==> src/verilog/video_timing_pkg.sv <==
package video_timing_pkg;

  // ****************************************************************
  // horizontal timing, in link pixel clocks
  // ****************************************************************
  localparam int H_W             = 11;
  localparam int H_ACTIVE        = 1280;
  localparam int H_TOTAL_MIN     = 1303;
  localparam int H_TOTAL_TYP     = 1408;
  localparam int H_TOTAL_MAX     = 2047;
  localparam int H_BLANK_MIN     = 23;
  localparam int H_BLANK_TYP     = 128;
  localparam int H_BLANK_MAX     = 767;
  localparam int LINE_SYNC_CLKS  = 32;

  // ****************************************************************
  // vertical timing, in line periods
  // ****************************************************************
  localparam int V_W             = 10;
  localparam int V_ACTIVE        = 800;
  localparam int V_TOTAL_MIN     = 803;
  localparam int V_TOTAL_TYP     = 816;
  localparam int V_TOTAL_MAX     = 1023;
  localparam int V_BLANK_MIN     = 3;
  localparam int V_BLANK_TYP     = 16;
  localparam int V_BLANK_MAX     = 223;
  localparam int FRAME_SYNC_LINES = 3;

  // ****************************************************************
  // rates
  // ****************************************************************
  localparam int MCLK_HZ           = 10000000;
  localparam int PIX_CLK_MIN_KHZ   = 50000;
  localparam int PIX_CLK_TYP_KHZ   = 68900;
  localparam int PIX_CLK_MAX_KHZ   = 80000;
  localparam int FRAME_RATE_MIN_HZ = 50;
  localparam int FRAME_RATE_TYP_HZ = 60;
  localparam int LINK_HALF_DIV     = 1;

  // ****************************************************************
  // data layout
  // ****************************************************************
  localparam int COLOR_W = 6;
  localparam int LANE_W  = 7;
  localparam int PIX_W   = 3 * COLOR_W;
  localparam int FIFO_DEPTH = 8;

  typedef struct packed {
    logic [COLOR_W-1:0] red;
    logic [COLOR_W-1:0] green;
    logic [COLOR_W-1:0] blue;
  } pixel_type;

  typedef struct packed {
    logic qualifier;
    logic frame_sync;
    logic line_sync;
  } ctrl_type;

  typedef struct packed {
    logic [LANE_W-1:0] lane_two;
    logic [LANE_W-1:0] lane_one;
    logic [LANE_W-1:0] lane_zero;
  } lanes_type;

endpackage

==> src/verilog/video_timing_host.sv <==
// Functional notes
// - default timing is 1280x800 at 60 Hz: 1408 clocks/line, 816 lines/frame.
// - frame rate at least 50 Hz, typically 60 Hz.
// - link pixel clock between 50 and 80 MHz, typically 68.9 MHz.
// - frame lasts 803 to 1023 line periods, typically 816.
// - exactly 800 active lines in every frame.
// - vertical blanking lasts 3 to 223 lines, typically 16.
// - line lasts 1303 to 2047 pixel clocks, typically 1408.
// - each active line carries 1280 valid clocks; qualifier alone delimits lines.
// - qualifier low 23 to 767 clocks per line, typically 128.
// - all driven outputs low while panel supply is off; pixel_ready_o still follows FIFO space.
// - qualifier and syncs change only in step with the link pixel clock.
// - lane mapping: R0-5,G0 / G1-5,B0-1 / B2-5,syncs,qualifier.
`timescale 1ns/1ps
module video_timing_host #(
  parameter int HALF_DIV    = video_timing_pkg::LINK_HALF_DIV,
  parameter int FIFO_DEPTH  = video_timing_pkg::FIFO_DEPTH,
  parameter int H_ACTIVE    = video_timing_pkg::H_ACTIVE,
  parameter int V_ACTIVE    = video_timing_pkg::V_ACTIVE
) (
  // clock and reset
  input  wire logic                                   mclk_i,
  input  wire logic                                   nrst_i,
  // panel supply state, from outside this clock domain
  input  wire logic                                   panel_power_on_i,
  // programmable totals, same clock domain
  input  wire logic [video_timing_pkg::H_W-1:0]       line_period_clocks_i,
  input  wire logic [video_timing_pkg::V_W-1:0]       frame_period_lines_i,
  // pixel source stream
  input  wire logic                                   pixel_valid_i,
  output logic                                        pixel_ready_o,
  input  wire video_timing_pkg::pixel_type            pixel_data_i,
  // link to the panel transmitter
  output logic                                        link_pixel_clock_o,
  output logic [video_timing_pkg::LANE_W-1:0]         video_lane_zero_o,
  output logic [video_timing_pkg::LANE_W-1:0]         video_lane_one_o,
  output logic [video_timing_pkg::LANE_W-1:0]         video_lane_two_o,
  // status
  output logic                                        underrun_o
);
  localparam int H_W = video_timing_pkg::H_W;
  localparam int V_W = video_timing_pkg::V_W;
  localparam int DW  = (HALF_DIV > 1) ? $clog2(HALF_DIV) : 1;

  localparam logic [H_W-1:0] H_ACT     = H_W'(H_ACTIVE);
  localparam logic [H_W-1:0] H_TOT_MIN = H_W'(video_timing_pkg::H_TOTAL_MIN);
  localparam logic [H_W-1:0] H_TOT_MAX = H_W'(video_timing_pkg::H_TOTAL_MAX);
  localparam logic [H_W-1:0] H_TOT_TYP = H_W'(video_timing_pkg::H_TOTAL_TYP);
  localparam logic [H_W-1:0] H_SYNC_W  = H_W'(video_timing_pkg::LINE_SYNC_CLKS);
  localparam logic [V_W-1:0] V_ACT     = V_W'(V_ACTIVE);
  localparam logic [V_W-1:0] V_TOT_MIN = V_W'(video_timing_pkg::V_TOTAL_MIN);
  localparam logic [V_W-1:0] V_TOT_MAX = V_W'(video_timing_pkg::V_TOTAL_MAX);
  localparam logic [V_W-1:0] V_TOT_TYP = V_W'(video_timing_pkg::V_TOTAL_TYP);
  localparam logic [V_W-1:0] V_SYNC_W  = V_W'(video_timing_pkg::FRAME_SYNC_LINES);
  localparam logic [DW-1:0]  DIV_LAST  = DW'(HALF_DIV - 1);

  // ****************************************************************
  // power state synchroniser
  // ****************************************************************
  logic power_meta_r;
  logic power_r;

  always_ff @(posedge mclk_i or negedge nrst_i) begin
    if (!nrst_i) begin
      power_meta_r <= 1'b0;
      power_r      <= 1'b0;
    end else begin
      power_meta_r <= panel_power_on_i;
      power_r      <= power_meta_r;
    end
  end

  // ****************************************************************
  // link clock divider
  // ****************************************************************
  logic [DW-1:0] div_cnt_r;
  logic          link_clk_r;
  wire           div_last = (div_cnt_r == DIV_LAST);
  // data changes with the falling link edge so the panel samples mid-bit
  wire           pix_en   = power_r && div_last && link_clk_r;

  always_ff @(posedge mclk_i or negedge nrst_i) begin
    if (!nrst_i) begin
      div_cnt_r  <= '0;
      link_clk_r <= 1'b0;
    end else if (!power_r) begin
      div_cnt_r  <= '0;
      link_clk_r <= 1'b0;
    end else begin
      div_cnt_r  <= div_last ? '0 : div_cnt_r + 1'b1;
      link_clk_r <= div_last ? !link_clk_r : link_clk_r;
    end
  end

  // ****************************************************************
  // totals, clamped to the legal window and taken at frame start
  // ****************************************************************
  wire [H_W-1:0] line_req  = (line_period_clocks_i == '0) ? H_TOT_TYP : line_period_clocks_i;
  wire [V_W-1:0] frame_req = (frame_period_lines_i == '0) ? V_TOT_TYP : frame_period_lines_i;
  wire [H_W-1:0] line_clamp  = (line_req < H_TOT_MIN) ? H_TOT_MIN :
                               (line_req > H_TOT_MAX) ? H_TOT_MAX : line_req;
  wire [V_W-1:0] frame_clamp = (frame_req < V_TOT_MIN) ? V_TOT_MIN :
                               (frame_req > V_TOT_MAX) ? V_TOT_MAX : frame_req;

  logic [H_W-1:0] line_total_r;
  logic [V_W-1:0] frame_total_r;
  logic [H_W-1:0] h_cnt_r;
  logic [V_W-1:0] v_cnt_r;

  wire h_last  = (h_cnt_r == line_total_r - 1'b1);
  wire v_last  = (v_cnt_r == frame_total_r - 1'b1);
  wire frame_wrap = h_last && v_last;

  always_ff @(posedge mclk_i or negedge nrst_i) begin
    if (!nrst_i) begin
      line_total_r  <= H_TOT_TYP;
      frame_total_r <= V_TOT_TYP;
    end else if (!power_r || (pix_en && frame_wrap)) begin
      // totals move only between frames or while power is off, so no line is cut short
      line_total_r  <= line_clamp;
      frame_total_r <= frame_clamp;
    end
  end

  // ****************************************************************
  // pixel and line counters
  // ****************************************************************
  always_ff @(posedge mclk_i or negedge nrst_i) begin
    if (!nrst_i) begin
      h_cnt_r <= '0;
      v_cnt_r <= '0;
    end else if (!power_r) begin
      h_cnt_r <= '0;
      v_cnt_r <= '0;
    end else if (pix_en) begin
      h_cnt_r <= h_last ? '0 : h_cnt_r + 1'b1;
      if (h_last) begin
        v_cnt_r <= v_last ? '0 : v_cnt_r + 1'b1;
      end
    end
  end

  // ****************************************************************
  // qualifier, syncs and data fetch
  // ****************************************************************
  wire h_active = (h_cnt_r < H_ACT);
  wire v_active = (v_cnt_r < V_ACT);
  wire active   = h_active && v_active;

  video_timing_pkg::ctrl_type  ctrl_nxt;
  video_timing_pkg::pixel_type fifo_data;
  video_timing_pkg::pixel_type pixel_nxt;
  video_timing_pkg::lanes_type lanes_nxt;
  logic                        fifo_valid;

  wire line_sync_w  = (h_cnt_r >= H_ACT) && (h_cnt_r < H_ACT + H_SYNC_W);
  wire frame_sync_w = (v_cnt_r >= V_ACT) && (v_cnt_r < V_ACT + V_SYNC_W);

  assign ctrl_nxt = {active, frame_sync_w, line_sync_w};

  // a missing pixel goes out black rather than stalling the raster
  wire fifo_pop  = pix_en && active;
  wire underflow = fifo_pop && !fifo_valid;
  assign pixel_nxt = (active && fifo_valid) ? fifo_data : '0;

  pixel_fifo #(
    .WIDTH (video_timing_pkg::PIX_W),
    .DEPTH (FIFO_DEPTH)
  ) u_fifo (
    .mclk_i     (mclk_i),
    .nrst_i     (nrst_i),
    .wr_valid_i (pixel_valid_i),
    .wr_ready_o (pixel_ready_o),
    .wr_data_i  (pixel_data_i),
    .rd_valid_o (fifo_valid),
    .rd_ready_i (fifo_pop),
    .rd_data_o  (fifo_data)
  );

  lane_packer u_pack (
    .pixel_i (pixel_nxt),
    .ctrl_i  (ctrl_nxt),
    .lanes_o (lanes_nxt)
  );

  // ****************************************************************
  // registered link outputs
  // ****************************************************************
  logic [video_timing_pkg::LANE_W-1:0] lane0_r;
  logic [video_timing_pkg::LANE_W-1:0] lane1_r;
  logic [video_timing_pkg::LANE_W-1:0] lane2_r;
  logic                                underrun_r;

  always_ff @(posedge mclk_i or negedge nrst_i) begin
    if (!nrst_i) begin
      lane0_r <= '0;
      lane1_r <= '0;
      lane2_r <= '0;
    end else if (!power_r) begin
      lane0_r <= '0;
      lane1_r <= '0;
      lane2_r <= '0;
    end else if (pix_en) begin
      lane0_r <= lanes_nxt.lane_zero;
      lane1_r <= lanes_nxt.lane_one;
      lane2_r <= lanes_nxt.lane_two;
    end
  end

  always_ff @(posedge mclk_i or negedge nrst_i) begin
    if (!nrst_i) begin
      underrun_r <= 1'b0;
    end else begin
      underrun_r <= underflow;
    end
  end

  // frame rate follows from the divider setting and the totals
  assign link_pixel_clock_o = link_clk_r;
  assign video_lane_zero_o  = lane0_r;
  assign video_lane_one_o   = lane1_r;
  assign video_lane_two_o   = lane2_r;
  assign underrun_o         = underrun_r;
endmodule

==> src/verilog/pixel_fifo.sv <==
`timescale 1ns/1ps
module pixel_fifo #(
  parameter int WIDTH = 18,
  parameter int DEPTH = 8
) (
  // clock and reset
  input  wire logic             mclk_i,
  input  wire logic             nrst_i,
  // fill side
  input  wire logic             wr_valid_i,
  output logic                  wr_ready_o,
  input  wire logic [WIDTH-1:0] wr_data_i,
  // drain side
  output logic                  rd_valid_o,
  input  wire logic             rd_ready_i,
  output logic [WIDTH-1:0]      rd_data_o
);
  localparam int AW = $clog2(DEPTH);

  logic [WIDTH-1:0] mem [DEPTH];
  logic [AW:0]      wr_ptr_r;
  logic [AW:0]      rd_ptr_r;
  logic             ready_r;
  wire              empty     = (wr_ptr_r == rd_ptr_r);
  wire              push      = wr_valid_i && ready_r;
  wire              pop       = rd_ready_i && !empty;
  wire [AW:0]       wr_nxt    = wr_ptr_r + {{AW{1'b0}}, push};
  wire [AW:0]       rd_nxt    = rd_ptr_r + {{AW{1'b0}}, pop};
  wire              wrap_diff = (wr_nxt[AW] != rd_nxt[AW]);
  wire              idx_same  = (wr_nxt[AW-1:0] == rd_nxt[AW-1:0]);
  // ready from a flop so the fill side never sees a combinational path
  wire              full_nxt  = wrap_diff && idx_same;

  assign wr_ready_o = ready_r;
  assign rd_valid_o = !empty;
  assign rd_data_o  = mem[rd_ptr_r[AW-1:0]];

  always_ff @(posedge mclk_i) begin
    if (push) begin
      mem[wr_ptr_r[AW-1:0]] <= wr_data_i;
    end
  end

  always_ff @(posedge mclk_i or negedge nrst_i) begin
    if (!nrst_i) begin
      wr_ptr_r <= '0;
      rd_ptr_r <= '0;
      ready_r  <= 1'b1;
    end else begin
      wr_ptr_r <= wr_nxt;
      rd_ptr_r <= rd_nxt;
      ready_r  <= !full_nxt;
    end
  end
endmodule

==> src/verilog/lane_packer.sv <==
`timescale 1ns/1ps
module lane_packer (
  // pixel and control in
  input  wire video_timing_pkg::pixel_type pixel_i,
  input  wire video_timing_pkg::ctrl_type  ctrl_i,
  // lanes out
  output video_timing_pkg::lanes_type      lanes_o
);
  // colour and control bits spread over the three lanes
  wire [video_timing_pkg::LANE_W-1:0] zero_w = {pixel_i.green[0], pixel_i.red};
  wire [video_timing_pkg::LANE_W-1:0] one_w  = {pixel_i.blue[1:0], pixel_i.green[5:1]};
  wire [video_timing_pkg::LANE_W-1:0] two_w  = {ctrl_i.qualifier, ctrl_i.frame_sync,
                                                ctrl_i.line_sync, pixel_i.blue[5:2]};

  assign lanes_o = {two_w, one_w, zero_w};
endmodule

==> config.mk <==
export PLATFORM = sky130hd
export DESIGN_NAME = video_timing_host
export DESIGN_NICKNAME = d
export VERILOG_FILES = /design/src/verilog/video_timing_pkg.sv /design/src/verilog/video_timing_host.sv /design/src/verilog/pixel_fifo.sv /design/src/verilog/lane_packer.sv
export SDC_FILE = /design/constraint.sdc
export NUM_CORES = 1
export LEC_CHECK = 0
export BUFFER_PORTS_ARGS = -buffer_cell sky130_fd_sc_hd__buf_2
export CORE_UTILIZATION = 65
export DETAILED_ROUTE_END_ITERATION = 16
export HOLD_SLACK_MARGIN = 0.03
export PLACE_DENSITY = 0.95
export SLEW_MARGIN = 10
export SYNTH_ARGS = -nofsm -noshare
export SYNTH_HDL_FRONTEND = slang
export SYNTH_SLANG_ARGS = --single-unit
==> constraint.sdc <==
create_clock -name mclk_i -period 4.31 [get_ports mclk_i]
set_input_delay 0.862 -clock mclk_i [delete_from_list [all_inputs] [get_ports mclk_i]]
set_output_delay 0.862 -clock mclk_i [all_outputs]
set_load 0.01 [all_outputs]
==> out/summary.log, run 1 <==
qor: outcome.status completed
qor: timing.clock_skew 15.13 ps
qor: hold_path.timing.hold.worst.start power_meta_r
qor: logic_synthesis.seq_area_frac_synth 64.05%
qor: clock_network.hold_buffers 0
qor: global_routing.grt_overflow_total 0
qor: logic_synthesis.synth.most_common_cell edfxtp_1
qor: detailed_routing.routedWlPerCell 23.50 um
qor: detailed_routing.via_count 6183
qor: place.preCtsSetupSlack 1176 ps
qor: clock_network.clock_tree.buffer_depth 3
qor: clock_network.postCtsSetupBuffers 0
qor: logic_synthesis.synth_top_cell_area_share 44.41%
qor: logic_synthesis.synth.top_cells.by_count 144 x edfxtp_1, 68 x dfrtp_1, 50 x nand2_1
qor: detailed_routing.totalWireLength 22.14 mm
qor: clock_network.cts_resized 0
qor: floorplanning.fp-row-count 44
qor: worst_setup_path.crit_start frame_total_r[0]
qor: finish.layout.nets 794
qor: worst_setup_path.critPathLaunchType flip-flop
qor: logic_synthesis.synth.top_cells.by_area edfxtp_1 44%, dfrtp_1 17%, mux4_2 8.3%
qor: worst_setup_path.crit_top_cell or4_1
qor: place.gp_routability_congestion 0.8716
qor: worst_setup_path.crit_path_end_kind flip-flop
qor: detailed_routing.drt-pass1-iter-count 5
qor: timing.report.final.setup_viol 0
qor: floorplanning.die-area 15470 um2
qor: timing.final.min_clock_period 3161 ps
qor: floorplanning.pin_count 67
qor: timing.final.setup.worst_slack 1149 ps
qor: clock_network.cts_clk_pin_slew_worst_paths 60 ps
qor: global_routing.grt_first_pass_wirelength 34.76 mm
qor: worst_setup_path.highest_net_fanout_along_the_worst_path 21
qor: timing.final_hold_violation_count 0
qor: finish.drive_above_1_share 23.88%
qor: timing.grt_setup_unrepaired false
qor: worst_setup_path.timing.critical_path.cells or4_1 > or4_1 > nand4bb_1 > and3b_1 > nor2_2 > a21o_4 > mux2_2
qor: detailed_routing.ant_nets 0
qor: clock_network.clock_sinks 220
qor: clock_network.clk_root_buf clkbuf_16
qor: clock_network.htreeDepth 1
qor: finish.num_antenna_cells 0
qor: timing.max_slew_margin 30.75%
qor: worst_setup_path.slowest_stage or4_1
qor: worst_setup_path.crit_path_max_incr_delay 550 ps
qor: worst_setup_path.crit-reg2reg-launch frame_total_r[0]
qor: logic_synthesis.synth-async-reset-ratio 34.55%
qor: logic_synthesis.yosys.area.top_type edfxtp_1
qor: global_routing.globalRouteTotalUtil 29.43%
qor: floorplanning.chipWidth 124.4 um
qor: clock_network.tritoncts.num_buffers 23
qor: clock_network.tritoncts yes
qor: finish.syn2layout_area_growth 12.52%
qor: logic_synthesis.synth_seq_cells 220
qor: floorplanning.dieHeight 124.4 um
qor: worst_setup_path.cpLargestDelayFamily simple AND/OR/NAND/NOR gates
qor: logic_synthesis.synth_area_per_cell 14.55 um2
qor: logic_synthesis.synth_ff_type edfxtp_1
qor: pwr.leakagePower 0.004237 uW
qor: job.cap_viol_max_count 0
qor: pwr.power-per-cell-area 551.1 nW/um2
qor: logic_synthesis.synth_enable_flop_cells 144
qor: floorplanning.core_area 14590 um2
qor: logic_synthesis.synth.yosys.warnings 0
qor: global_routing.grt_max_degree 77
qor: place.portbufs 66
qor: timing.report.final.slew_viol_count 0
qor: worst_setup_path.worst_ep_required_time 4720 ps
qor: floorplanning.initial_utilization 66.74%
qor: logic_synthesis.netlist-cell-type-count 63
qor: worst_setup_path.crit_type reg -> reg
qor: logic_synthesis.syn_inst 669
qor: pwr.vdd_drop_max 0.0004670 V
qor: hold_path.min_path_type reg -> reg
qor: timing.setup-tns-final 0 ps
qor: detailed_routing.detail_route.vias_per_cell 6.564
qor: place.place_hpwl 12.32 mm
qor: global_routing.via_count_of_the_first_global_routing_pass 6415
qor: timing.timing.final.crit_share 73.34%
qor: timing.achievable-frequency 316.4 MHz
qor: detailed_routing.drt_iter0_drc 539
qor: global_routing.antenna_found_initial 1
qor: detailed_routing.post-route-drc-count 0
qor: worst_setup_path.crit_buf_inv 0
qor: clock_network.clk-insertion-delay-late 520 ps
qor: logic_synthesis.number_of_nets_in_the_synthesized_netlist 722
qor: timing.tightestPinTransition 1038 ps
qor: logic_synthesis.syn-cell-area 9737 um2
qor: worst_setup_path.cp.arrival 3570 ps
cells in the final DEF, fill, tap and decap left out, drive strengths merged, types with 4 or more instances in the layout:
cell    instances
or3            10
dfstp           8
edfxtp        144
clkinv         10
nand2b         11
buf            80
inv            23
mux2            9
clkbuf         29
or2             7
dfrtp          68
nor3           14
o22ai           8
nor4            6
ha             10
xor2           16
or4             5
nand3          18
a211oi          4
o21ai          25
nand2          50
a21oi           7
mux4           36
mux2i          29
nand4          10
nor2           39
xnor2          28
a21o            7
and3            7
sequential cells by signal, indices dropped and copies added, names as in the netlist, 4 cells and up:
register	cells
u_fifo.mem	144
h_cnt_r	11
u_fifo.rd_ptr_r	4
v_cnt_r	10
frame_total_r	10
video_lane_two_o	7
u_fifo.wr_ptr_r	4
video_lane_one_o	7
video_lane_zero_o	7
line_total_r	11
power breakdown:
group / internal [uW] / switching (uW) / total, uW / leakage, uW
sequential: 2570 / 168 / 2740 / 0.00228
clock: 1050 / 820 / 1870 / 0.000344
combinational: 642 / 783 / 1420 / 0.00162
through the flow:
step	std cells	instance area, um2	power (uW)	utilization (%)	hold slack, ps
2_1_floorplan	669	9737	3718	-	331.2
3_3_place_gp	900	10250	4047	70.29	333.7
3_5_place_dp	900	10250	4142	70.29	341.2
4_1_cts	942	10960	6064	75.09	353.2
5_1_grt	942	10960	6257	75.09	358.7
6_report	942	10960	6038	75.09	351.5
metal layers:
layer	GRT usage, %	routed length [um]	up-vias
met3	5.713	1833	74
met1	36.73	8234	3083
met2	50.63	11400	368
met4	12.05	676	0
met5	0	0	-
li1	-	-	2658
cell type report:
cell class              instances  area, um2
clock buffers                  29      598.1
clock inverters                13      102.6
fillers                       787       3633
inverters                      22      82.58
multi-input cells             394       3267
flip-flops and latches        220       6237
well taps                     184      230.2
repair buffers                 80      437.9
kinds of logic after synthesis:
| group | Yosys count | synth area share [%] |
|---|---|---|
| XOR/XNOR | 44 | 3.958 |
| multiplexers | 74 | 12.62 |
| flip-flops | 220 | 64.05 |
| AO/OA/AOI/OAI | 73 | 5.204 |
| adder cells (fa/ha/maj) | 10 | 1.285 |
| buffers and inverters | 55 | 2.506 |
| AND/OR/NAND/NOR | 193 | 10.38 |
path summary, 6_finish.rpt:
path	endpoint	slack, ps	cells after the start
hold reg to reg	power_r	350	0
setup reg to reg	frame_total_r[3]	1150	7
max in group asynchronous	u_fifo.rd_ptr_r[0]	3130	1
hold / removal	power_r	350	0
setup / recovery	frame_total_r[3]	1150	7
min in group asynchronous	line_total_r[6]	490	1
(Power assumes the default switching activity.)
==> run 2: changes to the inputs <==
Settings changed: CORE_UTILIZATION 65 to 60, PLACE_DENSITY 0.95 to 0.91.
Clock period 4.31 ns to 3.1 ns, I/O delays scaled along.
==> run 2 against run 1 <==
Effect of this change: setup slack worse by 990 ps; critical path type unchanged; clock skew up 17 ps; final area up 2.3%.
==> out/summary.log, run 2 (synthesis results as in run 1) <==
qor: global_routing.grt_max_degree 77
qor: timing.max_slew_margin 33.42%
qor: timing.timing.final.crit_share 94.88%
qor: pwr.power-per-cell-area 768.4 nW/um2
qor: place.preCtsSetupSlack 193.9 ps
qor: place.place_hpwl 13.02 mm
qor: clock_network.clk_root_buf clkbuf_16
qor: global_routing.globalRouteTotalUtil 26.59%
qor: timing.final.setup.worst_slack 158.6 ps
qor: detailed_routing.detail_route.vias_per_cell 6.153
qor: worst_setup_path.critPathLaunchType flip-flop
qor: clock_network.hold_buffers 0
qor: finish.drive_above_1_share 26.10%
qor: clock_network.htreeDepth 1
qor: timing.clock_skew 32.33 ps
qor: timing.report.final.slew_viol_count 0
qor: finish.largest_register_ffs 144
qor: finish.mostFrequentLayoutCells 144 x edfxtp_1, 67 x dfrtp_1, 65 x buf_2
qor: hold_path.min_path_type in -> reg
qor: detailed_routing.via_count 6073
qor: place.portbufs 66
qor: detailed_routing.post-route-drc-count 0
qor: pwr.leakagePower 0.004357 uW
qor: place.gp_routability_congestion 0.8644
qor: timing.tightestPinTransition 998.7 ps
qor: detailed_routing.met1Wirelength 8.278 mm
qor: clock_network.tritoncts yes
qor: global_routing.antenna_found_initial 1
qor: floorplanning.initial_utilization 61.29%
qor: finish.final_common_cell edfxtp_1
qor: pwr.vdd_drop_max 0.0007917 V
qor: timing.setup-tns-final 0 ps
qor: worst_setup_path.cp.arrival 3320 ps
qor: timing.grt_setup_unrepaired false
qor: timing.report.final.setup_viol 0
qor: timing.achievable-frequency 340.0 MHz
qor: worst_setup_path.highest_net_fanout_along_the_worst_path 12
qor: clock_network.cts_clk_pin_slew_worst_paths 60 ps
qor: floorplanning.chipWidth 129.4 um
qor: floorplanning.dieHeight 129.4 um
qor: floorplanning.core_area 15890 um2
qor: clock_network.clock_tree.buffer_depth 3
qor: detailed_routing.ant_nets 0
qor: floorplanning.pin_count 67
qor: timing.timing.hold.ws 215.4 ps
qor: timing.final_hold_violation_count 0
qor: global_routing.grt_overflow_total 0
qor: clock_network.clk-insertion-delay-late 540 ps
qor: global_routing.grt_first_pass_wirelength 32.74 mm
qor: worst_setup_path.r2r_setup_slack 160 ps
qor: clock_network.clock_sinks 220
qor: worst_setup_path.crit_path_end_kind flip-flop
qor: floorplanning.fp-row-count 46
qor: detailed_routing.met2RoutedLength 10.97 mm
qor: detailed_routing.routedWlPerCell 21.78 um
qor: detailed_routing.drt_iter0_drc 471
qor: job.cap_viol_max_count 0
qor: outcome.status completed
qor: finish.layout.nets 806
qor: finish.syn2layout_area_growth 15.14%
qor: detailed_routing.wl_met3 1.558 mm
qor: worst_setup_path.worst_ep_required_time 3480 ps
qor: detailed_routing.route.top_layer_used met5
qor: floorplanning.die-area 16740 um2
qor: clock_network.tritoncts.num_buffers 23
qor: detailed_routing.drt-pass1-iter-count 7
qor: worst_setup_path.crit_type reg -> reg
qor: detailed_routing.totalWireLength 21.49 mm
qor: global_routing.via_count_of_the_first_global_routing_pass 6174
qor: timing.final.min_clock_period 2941 ps
run 2: final cells by class:
class / count / area (um2)
sequential: 220 / 6237
fill: 1027 / 4674
multi-input combinational: 394 / 3274
clock buffer: 33 / 683.2
timing repair buffer: 92 / 540.5
tap: 216 / 270.3
clock inverter: 9 / 120.1
inverter: 22 / 82.58
antenna: 1 / 2.502
run 2: path summary, 6_finish.rpt:
path	endpoint	from	cells after the start
setup / recovery	h_cnt_r[6]	line_total_r[3]	8
hold / removal	power_meta_r	panel_power_on_i	1
setup reg to reg	h_cnt_r[6]	line_total_r[3]	8
hold reg to reg	power_r	power_meta_r	0
max in group asynchronous	u_fifo.rd_ptr_r[0]	nrst_i	1
min in group asynchronous	line_total_r[6]	nrst_i	1
run 2: report_power, final:
| part | switching [uW] | internal, uW | total [uW] |
|---|---|---|---|
| Clock | 1140 | 1710 | 2860 |
| Combinational | 1050 | 901 | 1950 |
| Sequential | 229 | 3580 | 3810 |
run 2: worst max-delay path, stage by stage (launching register included):
cell and delay, ps:
dfrtp_1 430, or4_1 660, or4_1 550, o31ai_1 80, a211oi_1 100, nor3_2 290, buf_4 240, nand2b_1 340
nor2_1 110
run 2: through the flow:
stage	instance area, um2	std cells	power [uW]	utilization, %
after CTS	11140	980	8649	70.15
after global routing	11210	986	8936	70.56
after global placement	10340	938	5646	65.09
after detailed placement	10340	938	5766	65.09
final	11210	987	8614	70.57
after floorplan	9737	669	5169	-
run 2: what timing repair did:
item,4_1_cts,5_1_grt
endpoints found under the hold margin,0,0
endpoints found under the setup margin,0,15
setup buffers,0,6
resized for setup,0,1
run 2: routing by layer:
metal	track usage [%]	vias to the layer above
met5	0	-
met1	33.03	3031
li1	-	2684
met2	46.55	293
met3	4.872	63
met4	10.31	2
